$ cat config.mk
export PLATFORM = sky130hd
export DESIGN_NAME = serial_unit
export DESIGN_NICKNAME = d
export VERILOG_FILES = /design/src/rtl/uart_pkg.sv /design/src/rtl/serial_unit.sv
export SDC_FILE = /design/constraint.sdc
export NUM_CORES = 1
export LEC_CHECK = 0
export ABC_AREA = 0
export BUFFER_PORTS_ARGS = -buffer_cell sky130_fd_sc_hd__clkbuf_2
export CORE_UTILIZATION = 45
export DETAILED_ROUTE_END_ITERATION = 8
export HOLD_SLACK_MARGIN = 0.08
export PLACE_DENSITY = 0.66
export SYNTH_ARGS = -nofsm -noshare
export SYNTH_HDL_FRONTEND = slang
export SYNTH_SLANG_ARGS = --single-unit
$ cat constraint.sdc
create_clock -name mclk -period 6.7 [get_ports mclk]
set_clock_uncertainty 0.2 [all_clocks]
set_input_delay 0.335 -clock mclk [delete_from_list [all_inputs] [get_ports mclk]]
set_output_delay 0.335 -clock mclk [all_outputs]
set_load 0.1 [all_outputs]
$ cat src/rtl/uart_pkg.sv
// constants and carrier types shared by the serial unit
package uart_pkg;
    // -----------------------------------------------------------------
    // oversampling and frame layout
    // -----------------------------------------------------------------
    localparam int OVERSAMPLE = 16;
    localparam logic [3:0] HALF_BIT = 4'h7;
    localparam logic [3:0] LAST_TICK = 4'hF;
    localparam logic [3:0] DATA_BITS_8 = 4'h8;
    localparam logic [3:0] DATA_BITS_7 = 4'h7;
    localparam logic [3:0] BIT_ZERO = 4'h0;
    localparam logic [3:0] BIT_ONE = 4'h1;
    localparam logic [7:0] BYTE_ZERO = 8'h00;
    localparam logic [7:0] MSB_MASK_7 = 8'h7F;
    localparam logic LINE_IDLE = 1'b1;
    localparam logic LINE_START = 1'b0;
    localparam logic [1:0] BUF_DEPTH = 2'h2;

    // -----------------------------------------------------------------
    // carrier types
    // -----------------------------------------------------------------
    typedef struct packed {
        logic seven_bit;
        logic parity_en;
        logic parity_odd;
        logic mp_format;
        logic two_stop;
    } frame_fmt_t;

    typedef struct packed {
        logic [7:0] data;
        logic mp_bit;
    } rx_word_t;

    typedef enum logic [2:0] {
        ST_IDLE,
        ST_START,
        ST_DATA,
        ST_EXTRA,
        ST_STOP,
        ST_STOP2
    } line_state_t;
endpackage
$ cat src/rtl/serial_unit.sv
// asynchronous serial receiver and multiprocessor transmitter
`timescale 1ns/1ps
module serial_unit
    import uart_pkg::*;
(
    // clock, reset, enable
    input wire logic mclk,
    input wire logic rst,
    input wire logic clk_en,
    input wire logic baud_tick,
    // mode and control
    input wire frame_fmt_t fmt,
    input wire logic rx_enable_bit,
    input wire logic tx_enable_bit,
    input wire logic rx_int_enable,
    input wire logic tx_empty_int_enable,
    input wire logic tx_end_int_enable,
    input wire logic mp_filter_set,
    // status clears from software
    input wire logic rx_full_clear,
    input wire logic overrun_clear,
    input wire logic framing_clear,
    input wire logic parity_clear,
    input wire logic dma_rx_read,
    // transmit holding register load
    input wire logic tx_write,
    input wire logic [7:0] tx_data,
    input wire logic mp_bit_to_send,
    // serial pins
    input wire logic rxd,
    output logic txd,
    // receive data stream
    output rx_word_t rx_holding_reg,
    output logic rx_word_valid,
    input wire logic rx_word_ready,
    // status
    output logic rx_full_flag,
    output logic overrun_flag,
    output logic framing_error_flag,
    output logic parity_error_flag,
    output logic mp_filter_enable,
    output logic tx_empty_flag,
    output logic tx_end_flag,
    // interrupt requests
    output logic rx_full_irq,
    output logic rx_error_irq,
    output logic tx_empty_irq,
    output logic tx_end_irq
);
    // -----------------------------------------------------------------
    // helpers
    // -----------------------------------------------------------------
    function automatic logic [3:0] data_len(input frame_fmt_t f);
        data_len = f.seven_bit ? DATA_BITS_7 : DATA_BITS_8;
    endfunction

    function automatic logic has_extra(input frame_fmt_t f);
        has_extra = f.mp_format | f.parity_en;
    endfunction

    // -----------------------------------------------------------------
    // receiver
    // -----------------------------------------------------------------
    line_state_t rx_state;
    logic [3:0] rx_tick;
    logic [3:0] rx_bitn;
    logic [7:0] rx_shift_reg;
    logic rx_extra;
    logic rx_par;
    logic rx_fire;

    wire logic err_any = overrun_flag | framing_error_flag | parity_error_flag;
    wire logic rx_mid = baud_tick & (rx_tick == HALF_BIT);
    wire logic rx_bit_end = baud_tick & (rx_tick == LAST_TICK);
    wire logic [3:0] rx_len = data_len(fmt);
    wire logic parity_bad = fmt.parity_en & ~fmt.mp_format &
                            ((rx_par ^ rx_extra) != fmt.parity_odd);
    wire logic stop_bad = (rxd != LINE_IDLE);
    wire logic frame_done = (rx_state == ST_STOP) & rx_bit_end;
    wire logic skip_frame = mp_filter_enable & ~rx_extra;
    wire logic take_frame = frame_done & ~skip_frame;
    wire logic store_ok = take_frame & ~rx_full_flag;
    wire logic clr_full = rx_full_clear | dma_rx_read;
    wire logic [7:0] rx_aligned = fmt.seven_bit ? (rx_shift_reg >> 1) & MSB_MASK_7
                                                : rx_shift_reg;

    // bit timing and shifting
    always_ff @(posedge mclk) begin
        if (rst) begin
            rx_state <= ST_IDLE;
            rx_tick <= BIT_ZERO;
            rx_bitn <= BIT_ZERO;
            rx_shift_reg <= BYTE_ZERO;
            rx_extra <= 1'b0;
            rx_par <= 1'b0;
        end else if (clk_en) begin
            if (baud_tick)
                rx_tick <= rx_tick + BIT_ONE;
            case (rx_state)
                ST_IDLE: begin
                    // error flags hold the receiver off
                    if (rx_enable_bit && !err_any && rxd == LINE_START) begin
                        rx_state <= ST_START;
                        rx_tick <= BIT_ZERO;
                    end
                end
                ST_START: begin
                    if (rx_mid) begin
                        if (rxd != LINE_START)
                            rx_state <= ST_IDLE;
                        else begin
                            rx_state <= ST_DATA;
                            rx_tick <= BIT_ZERO;
                            rx_bitn <= BIT_ZERO;
                            rx_par <= 1'b0;
                        end
                    end
                end
                ST_DATA: begin
                    if (baud_tick && rx_tick == LAST_TICK) begin
                        rx_shift_reg <= {rxd, rx_shift_reg[7:1]};
                        rx_par <= rx_par ^ rxd;
                        rx_bitn <= rx_bitn + BIT_ONE;
                        if (rx_bitn + BIT_ONE == rx_len)
                            rx_state <= has_extra(fmt) ? ST_EXTRA : ST_STOP;
                    end
                end
                ST_EXTRA: begin
                    if (rx_bit_end) begin
                        rx_extra <= rxd;
                        rx_state <= ST_STOP;
                    end
                end
                ST_STOP: begin
                    // first stop bit sampled at its centre; second is idle line
                    if (rx_bit_end)
                        rx_state <= ST_IDLE;
                end
                default: rx_state <= ST_IDLE;
            endcase
            if (rx_state == ST_DATA && rx_bitn == BIT_ZERO && rx_tick == BIT_ZERO)
                rx_extra <= 1'b0;
        end
    end

    // status flags, set wins over clear except mp_filter_enable, where the id-frame clear wins over mp_filter_set
    always_ff @(posedge mclk) begin
        if (rst) begin
            rx_full_flag <= 1'b0;
            overrun_flag <= 1'b0;
            framing_error_flag <= 1'b0;
            parity_error_flag <= 1'b0;
            mp_filter_enable <= 1'b0;
            rx_holding_reg <= '0;
            rx_fire <= 1'b0;
            rx_full_irq <= 1'b0;
            rx_error_irq <= 1'b0;
        end else if (clk_en) begin
            rx_fire <= store_ok;
            if (store_ok) begin
                // parity bit is not an mp bit: keep it out of the word
                rx_holding_reg <= '{data: rx_aligned, mp_bit: rx_extra & fmt.mp_format};
                rx_full_flag <= ~(stop_bad | parity_bad);
            end else if (clr_full)
                rx_full_flag <= 1'b0;
            if (take_frame && rx_full_flag)
                overrun_flag <= 1'b1;
            else if (overrun_clear)
                overrun_flag <= 1'b0;
            if (store_ok && stop_bad)
                framing_error_flag <= 1'b1;
            else if (framing_clear)
                framing_error_flag <= 1'b0;
            if (store_ok && parity_bad)
                parity_error_flag <= 1'b1;
            else if (parity_clear)
                parity_error_flag <= 1'b0;
            if (frame_done && fmt.mp_format && rx_extra)
                mp_filter_enable <= 1'b0;
            else if (mp_filter_set)
                mp_filter_enable <= 1'b1;
            rx_full_irq <= rx_int_enable & rx_full_flag;
            rx_error_irq <= rx_int_enable & err_any;
        end
    end

    // -----------------------------------------------------------------
    // two-entry buffer toward the consumer
    // -----------------------------------------------------------------
    rx_word_t buf_mem [2];
    logic buf_wp;
    logic buf_rp;
    logic [1:0] buf_cnt;
    wire logic buf_ready = (buf_cnt != BUF_DEPTH);
    wire logic buf_push = rx_fire & buf_ready;
    wire logic buf_pop = rx_word_valid & rx_word_ready;
    wire logic [1:0] next_buf_cnt = buf_cnt + {1'b0, buf_push} - {1'b0, buf_pop};

    // words overflow silently only if the consumer stalls past two frames
    always_ff @(posedge mclk) begin
        if (rst) begin
            buf_wp <= 1'b0;
            buf_rp <= 1'b0;
            buf_cnt <= 2'h0;
            rx_word_valid <= 1'b0;
        end else if (clk_en) begin
            if (buf_push) begin
                buf_mem[buf_wp] <= rx_holding_reg;
                buf_wp <= ~buf_wp;
            end
            if (buf_pop)
                buf_rp <= ~buf_rp;
            buf_cnt <= next_buf_cnt;
            rx_word_valid <= (next_buf_cnt != 2'h0); // valid straight from a flop
        end
    end

    // -----------------------------------------------------------------
    // transmitter
    // -----------------------------------------------------------------
    line_state_t tx_state;
    logic [3:0] tx_tick;
    logic [3:0] tx_bitn;
    logic [7:0] tx_holding_reg;
    logic tx_mp_hold;
    logic [7:0] tx_shift_reg;
    logic tx_mp;
    logic tx_par;

    wire logic tx_bit_end = baud_tick & (tx_tick == LAST_TICK);
    wire logic tx_load_idle = (tx_state == ST_IDLE) & ~tx_empty_flag & tx_enable_bit;
    wire logic tx_last_stop = tx_bit_end &
                 (((tx_state == ST_STOP) & ~fmt.two_stop) | (tx_state == ST_STOP2));
    wire logic tx_chain = tx_last_stop & ~tx_empty_flag;
    wire logic tx_load = tx_load_idle | tx_chain;
    wire logic tx_extra_val = fmt.mp_format ? tx_mp
                                            : (tx_par ^ fmt.parity_odd);

    // holding register and empty flag
    always_ff @(posedge mclk) begin
        if (rst) begin
            tx_holding_reg <= BYTE_ZERO;
            tx_mp_hold <= 1'b0;
            tx_empty_flag <= 1'b1;
        end else if (clk_en) begin
            if (!tx_enable_bit)
                tx_empty_flag <= 1'b1;
            else if (tx_write) begin
                tx_holding_reg <= tx_data;
                tx_mp_hold <= mp_bit_to_send;
                tx_empty_flag <= 1'b0;
            end else if (tx_load)
                tx_empty_flag <= 1'b1;
        end
    end

    // frame sequencer
    always_ff @(posedge mclk) begin
        if (rst) begin
            tx_state <= ST_IDLE;
            tx_tick <= BIT_ZERO;
            tx_bitn <= BIT_ZERO;
            tx_shift_reg <= BYTE_ZERO;
            tx_mp <= 1'b0;
            tx_par <= 1'b0;
            txd <= LINE_IDLE;
            tx_end_flag <= 1'b1;
            tx_empty_irq <= 1'b0;
            tx_end_irq <= 1'b0;
        end else if (clk_en) begin
            tx_empty_irq <= tx_empty_int_enable & tx_empty_flag;
            tx_end_irq <= tx_end_int_enable & tx_end_flag;
            if (baud_tick)
                tx_tick <= tx_tick + BIT_ONE;
            if (!tx_enable_bit) begin
                tx_state <= ST_IDLE;
                tx_shift_reg <= BYTE_ZERO;
                txd <= LINE_IDLE;
                tx_end_flag <= 1'b1;
            end else if (tx_load) begin
                tx_shift_reg <= tx_holding_reg;
                tx_mp <= tx_mp_hold;
                tx_par <= ^tx_holding_reg;
                tx_state <= ST_START;
                tx_tick <= BIT_ZERO;
                tx_end_flag <= 1'b0;
                txd <= LINE_START;
            end else begin
                case (tx_state)
                    ST_IDLE: txd <= LINE_IDLE;
                    ST_START: begin
                        if (tx_bit_end) begin
                            tx_state <= ST_DATA;
                            tx_bitn <= BIT_ZERO;
                            txd <= tx_shift_reg[0];
                            tx_shift_reg <= tx_shift_reg >> 1;
                        end
                    end
                    ST_DATA: begin
                        if (tx_bit_end) begin
                            tx_bitn <= tx_bitn + BIT_ONE;
                            if (tx_bitn + BIT_ONE == data_len(fmt)) begin
                                tx_state <= has_extra(fmt) ? ST_EXTRA : ST_STOP;
                                txd <= has_extra(fmt) ? tx_extra_val : LINE_IDLE;
                            end else begin
                                txd <= tx_shift_reg[0];
                                tx_shift_reg <= tx_shift_reg >> 1;
                            end
                        end
                    end
                    ST_EXTRA: begin
                        if (tx_bit_end) begin
                            tx_state <= ST_STOP;
                            txd <= LINE_IDLE;
                        end
                    end
                    ST_STOP: begin
                        if (tx_bit_end) begin
                            tx_state <= fmt.two_stop ? ST_STOP2 : ST_IDLE;
                            if (!fmt.two_stop)
                                tx_end_flag <= 1'b1;
                        end
                    end
                    ST_STOP2: begin
                        if (tx_bit_end) begin
                            tx_state <= ST_IDLE;
                            tx_end_flag <= 1'b1;
                        end
                    end
                    default: tx_state <= ST_IDLE;
                endcase
            end
        end
    end
endmodule

==> impl_metrics.tcl, run 1 <==
set metrics [dict create \
    outcome "complete, no violations" \
    worstSkewPairLatency_ns 0.34 \
    cts_tree "built" \
    cts_made_buffers 9 \
    multi_input_area_um2 2060 \
    ys_seq_area_share_pct 40.0 \
    die_h_um 94.0 \
    rsz0062_at_grt "false" \
    finalNonFillerCells 614 \
    synth_seq_cells 76 \
    ioPinCount 54 \
    syn_nets 497 \
    cts_htree_levels 3 \
    dpl.hpwl_um 5950 \
    placed_cells 585 \
    drc 0 \
    cp_cell_sequence "ha_1, and4_1, a41oi_1, nand2_1, o21a_1, nand2b_1, a21oi_1" \
    cpPeakStageDelay_ns 0.87 \
    synthTopCellsByCount "dfxtp_1 (76), nor2_1 (62), nand2_1 (44), a21oi_1 (39), mux2i_1 (21)" \
    arrival_ns 2.89 \
    path_delay_family "compound AO/OA/AOI/OAI gates" \
    via_per_inst 5.56 \
    netlist_area_um2 3810 \
    coreArea_um2 8220 \
    critPathRequiredTime_ns 6.77 \
    gp_congestion 0.851 \
    clock_sinks 76 \
    slew_violations 0 \
    final_util_pct 53.4 \
    root_buffer "clkbuf_8" \
    synthFlopType "dfxtp_1" \
    fillers 788 \
    path_class "reg -> reg" \
    wl_per_cell_um 14.2 \
    path_buf_inv 0 \
    power_density_nw_per_um2 221 \
    crit_path_end_kind "flop" \
    finalPower_mw 0.968 \
    tns_ns 0 \
    die-area_um2 8830 \
    pwr-share-clk_pct 39.4 \
    leakagePower_nw 1.73 \
    largest_reg_flops 9 \
    areaGrowthSynthToFinish_pct 15.2 \
    internal_power_mw 0.714 \
    clk_pin_slew_ns 0.08 \
    post_cts_resized 0 \
    netSwitchingPower_mw 0.255 \
    ant_nets 0 \
    seq_power_share_pct 49.1 \
    drtIter0Drc 227 \
    synth_top_area_share_pct 40.0 \
    maxCapViolCount 0 \
    synth-edff-count 0 \
    grt_pass1_vias 3079 \
    switching_share_pct 26.3 \
    hold_ws_ns 0.0939 \
    n_antenna_cell 0 \
    synth_top_area_cell "dfxtp_1" \
    ir_drop_uv 127 \
    grt_usage_pct 21.4 \
    synthCells 457 \
    start_util_pct 46.3 \
    grt_max_degree 71 \
    io_buffers 53 \
    clockBufferDepth 2 \
    grt_pass1_wl_um 14900 \
    synth.most_common_cell "dfxtp_1" \
    vias 3415 \
    seq_area_um2 1520 \
    drive_above_1_share_pct 15.1 \
    synth_cell_type_count 57 \
    grt_antenna_before_repair 0 \
    min_period_ns 2.81 \
    hp-class "in -> reg" \
    synth.avg_cell_area_um2 8.33 \
    synth_warnings 0 \
    final_nets 544 \
    slew_headroom_pct 28.2 \
    finalSetupViolCount 0 \
    finalHoldViolCount 0 \
    grt_overflow_total 0 \
    fmax_mhz 356 \
    die_w_um 94.0 \
    ys_top_cells_by_area "dfxtp_1 (40%), nor2_1 (6.1%), mux2i_1 (5.5%)" \
    rows 33 \
    critPathSlowestCell "a41oi_1" \
    min_period_over_period_pct 42.0 \
    startpoint_type "flop" \
    power_frac_comb_pct 11.5 \
    async_flop_share_pct 0 \
    dr.pass1.iters 6 \
    ff2ff_setup_slack_ns 3.89 \
    crit_fanout 16 \
    drt-total-wl_um 8740 \
    tightest_slew_ns 1.06 \
]
[power groups by stage]
stage                     registers, mW  logic (mW)  clock network, mW
after floorplan                   0.497      0.0696                  0
after global placement            0.485       0.104                  0
after detailed placement          0.486       0.106                  0
after CTS                         0.475       0.112              0.392
after global routing              0.478       0.124              0.409
final                             0.475       0.112              0.381
[through the flow]
| step | setup slack, ns | area, µm² |
|---|---|---|
| final | 3.89 | 4390 |
| after floorplan | 3.95 | 3810 |
| after CTS | 3.90 | 4390 |
| after global placement | 3.99 | 4040 |
| after detailed placement | 3.92 | 4040 |
| after global routing | 3.59 | 4390 |
[layout make-up]
class | instances | share of cell area, %
Tap cell | 105 | 2.99
Inverter | 15 | 1.28
Timing Repair Buffer | 67 | 9.18
Clock inverter | 6 | 2.03
Multi-Input combinational cell | 335 | 46.9
Clock buffer | 10 | 2.91
Sequential cell | 76 | 34.7
[logic make-up (layout without fill, tap and decap cells)]
| logic type | Yosys count | in the layout | share of synthesized area (%) |
|---|---|---|---|
| XOR/XNOR | 26 | 26 | 5.98 |
| AND/OR/NAND/NOR | 173 | 173 | 21.4 |
| buffers and inverters | 46 | 98 | 5.98 |
| adder cells (fa/ha/maj) | 8 | 8 | 2.63 |
| AO/OA/AOI/OAI | 107 | 107 | 18.5 |
| flip-flops | 76 | 76 | 40.0 |
| multiplexers | 21 | 21 | 5.52 |
[layer usage]
layer	track usage, %	share of wire, %	vias to the layer above	wire length, µm
met1	29.2	47	1585	4070
met5	0	0	-	0
met3	4.94	6.1	13	531
li1	-	-	1708	-
met2	33.7	46	109	4010
met4	5.77	1.5	0	127
[what timing repair did]
item,in CTS,in global routing
hold buffers,13,0
hold endpoints to repair,14,0
setup buffers,0,0
[worst paths after layout]
kind,start,to,depth (start not counted)
setup / recovery,tx_tick[0]$_SDFFE_PP0P_,tx_shift_reg[7]$_SDFFE_PP0P_,7
hold / removal,parity_clear,parity_error_flag$_SDFFE_PP0P_,4
setup reg to reg,tx_tick[0]$_SDFFE_PP0P_,tx_shift_reg[7]$_SDFFE_PP0P_,7
hold reg to reg,rx_full_irq$_SDFFE_PP0P_,rx_full_irq$_SDFFE_PP0P_,2
[worst min-delay path, delay by kind of cell]
kind	cells	cell delay [ns]
AND/OR/NAND/NOR	2	0.12
AO/OA/AOI/OAI	1	0.06
buffers and inverters	1	0.08
[cell usage in the layout, fill, tap and decap left out, types with 3 or more instances in the layout]
cell	n
nand4_1	5
inv_1	15
nand2_1	44
clkbuf_2	53
or3_1	4
or4_1	3
a31oi_1	4
a21oi_1	39
a211oi_1	19
nand3_1	17
nor2_1	62
xor2_1	9
xnor2_1	17
o21bai_1	3
nor3_1	11
a22oi_1	11
and3_1	3
clkbuf_8	9
dfxtp_1	76
ha_1	8
nand2b_1	5
mux2i_1	21
o21ai_0	12
dlygate4sd3_1	13
Power figures use the tool's default switching activity.
==> run 2: changes to the inputs <==
==> constraint.sdc (replaced) <==
create_clock -name mclk -period 2.6 [get_ports mclk]
set_clock_uncertainty 0.2 [all_clocks]
set_input_delay 0.13 -clock mclk [delete_from_list [all_inputs] [get_ports mclk]]
set_output_delay 0.13 -clock mclk [all_outputs]
set_load 0.1 [all_outputs]
==> run 2 against run 1 <==
  * Hold slack worse by 0.0085 ns
  * Non-clock buffer count is 21 higher
  * Setup slack worse by 3.7 ns
  * Clock-buffer cell count stayed put
  * Flip-flop and latch count stayed put
  * Critical path type unchanged
  * Power grew to 2.5 times the previous value
  * Largest cell class unchanged
  * Combinational power grew to 2.8 times the previous value
  * First-iteration DRC count is 45% lower
==> impl_metrics.tcl, run 2 (synthesis gave the netlist of run 1 again) <==
set metrics [dict create \
    grt_overflow_total 0 \
    setup_slack_ns 0.167 \
    worstReg2RegEnd "rx_state[2]$_SDFFE_PP0P_" \
    final_common_cell "dfxtp_1" \
    drt-total-wl_um 8800 \
    slew_violations 0 \
    start_util_pct 46.3 \
    worstSkewPairLatency_ns 0.35 \
    clk_pin_slew_ns 0.09 \
    slew_headroom_pct 62.4 \
    largest_reg_flops 9 \
    crit_fanout 4 \
    final_nets 565 \
    via_per_inst 5.41 \
    startpoint_type "flop" \
    min_period_over_period_pct 93.6 \
    cts_made_buffers 9 \
    min_period_ns 2.43 \
    finalHoldViolCount 0 \
    die_h_um 94.0 \
    rows 33 \
    areaGrowthSynthToFinish_pct 20.1 \
    grt_pass1_vias 3293 \
    maxCapViolCount 0 \
    wl_per_cell_um 13.9 \
    n_antenna_cell 0 \
    finalSetupViolCount 0 \
    die_w_um 94.0 \
    ff2ff_setup_slack_ns 0.17 \
    tightest_slew_ns 0.566 \
    power_density_nw_per_um2 539 \
    cts_htree_levels 3 \
    r2r_cells 7 \
    fmax_mhz 411 \
    dr.pass1.iters 4 \
    grt_max_degree 49 \
    clock_sinks 76 \
    place_ws_ns 0.135 \
    dpl.hpwl_um 6040 \
    io_buffers 53 \
    grt_pass1_wl_um 15100 \
    layout_common_cells "dfxtp_1 (72), nor2_1 (62), clkbuf_2 (53)" \
    drtIter0Drc 124 \
    gp_congestion 0.828 \
    outcome "complete, no violations" \
    die-area_um2 8830 \
    rsz0062_at_grt "false" \
    root_buffer "clkbuf_8" \
    grt_antenna_before_repair 0 \
    r2r-start "rx_bitn[0]$_SDFFE_PP0P_" \
    grt_usage_pct 21.7 \
    tns_ns 0 \
    arrival_ns 2.50 \
    crit_path_end_kind "flop" \
    coreArea_um2 8220 \
    critPathRequiredTime_ns 2.66 \
    cp-startpoint "rx_bitn[0]$_SDFFE_PP0P_" \
    clockBufferDepth 2 \
    drive_above_1_share_pct 17.0 \
    endpoint "rx_state[2]$_SDFFE_PP0P_" \
    vias 3438 \
    path_class "reg -> reg" \
    leakagePower_nw 1.82 \
    ir_drop_uv 298 \
    ioPinCount 54 \
    drc 0 \
    ant_nets 0 \
    hold_ws_ns 0.0854 \
    hp-class "in -> reg" \
    cts_tree "built" \
]
-- run 2: cell count changes in the layout (fill, tap and decap cells not counted), moves of 2 or more --
cell           before  now
dfxtp_2             0    4
dfxtp_1            76   72
inv_6               0    2
dlygate4sd3_1      13   26
buf_4               1    9
-- run 2: worst max-delay path, stage by stage (launching register included) --
cell and delay [ns]:
dfxtp_2 0.37, inv_1 0.07, ha_1 0.32, or4_1 0.47
mux2i_1 0.18, a31oi_1 0.13, or4_1 0.49, a21oi_1 0.13
-- run 2: worst min-delay path by stage --
stage	start	to	slack (ns)	depth (start not counted)
after floorplan	fmt[1]	mp_filter_enable$_SDFFE_PP0P_	0.05	1
after global placement	tx_data[6]	tx_holding_reg[6]$_SDFFE_PP0P_	0.16	3
after detailed placement	tx_data[5]	tx_holding_reg[5]$_SDFFE_PP0P_	0.16	3
after CTS	rst	tx_state[0]$_SDFFE_PP0P_	0.08	2
after global routing	rst	tx_empty_irq$_SDFFE_PP0P_	0.14	2
final	rst	tx_state[0]$_SDFFE_PP0P_	0.09	2
-- run 2: through the flow --
stage	instances	power, mW	instance area [µm²]	util [%]
after floorplan	457	1.46	3810	-
after global placement	593	1.53	4100	49.9
after detailed placement	593	1.53	4100	49.9
after CTS	635	2.48	4560	55.6
after global routing	635	2.56	4570	55.6
final	635	2.46	4570	55.6
-- run 2: repair_timing --
action                                  CTS  global route
hold endpoints to repair                 27             0
endpoints found under the setup margin    0             2
hold buffers                             26             0
buffers inserted                          0             0
gates resized for setup                   0             2
-- run 2: where the power goes --
group	internal (mW)	total (mW)	switching [mW]
Combinational	0.125	0.312	0.188
Sequential	1.19	1.22	0.0307
Clock	0.454	0.927	0.472
-- run 2: routing by layer --
metal | routed length [µm] | track usage, %
met1 | 4120 | 27.8
met2 | 4090 | 35.6
met3 | 409 | 4.37
met4 | 178 | 8.33
met5 | 0 | 0
-- run 2: final cells by class --
cell class              count  area (µm²)
clock buffers              10         128
clock inverters             6        72.6
multi-input cells         335        2060
repair buffers             88         593
flip-flops and latches     76        1530
inverters                  15        56.3
fillers                   776        3640
well taps                 105         131
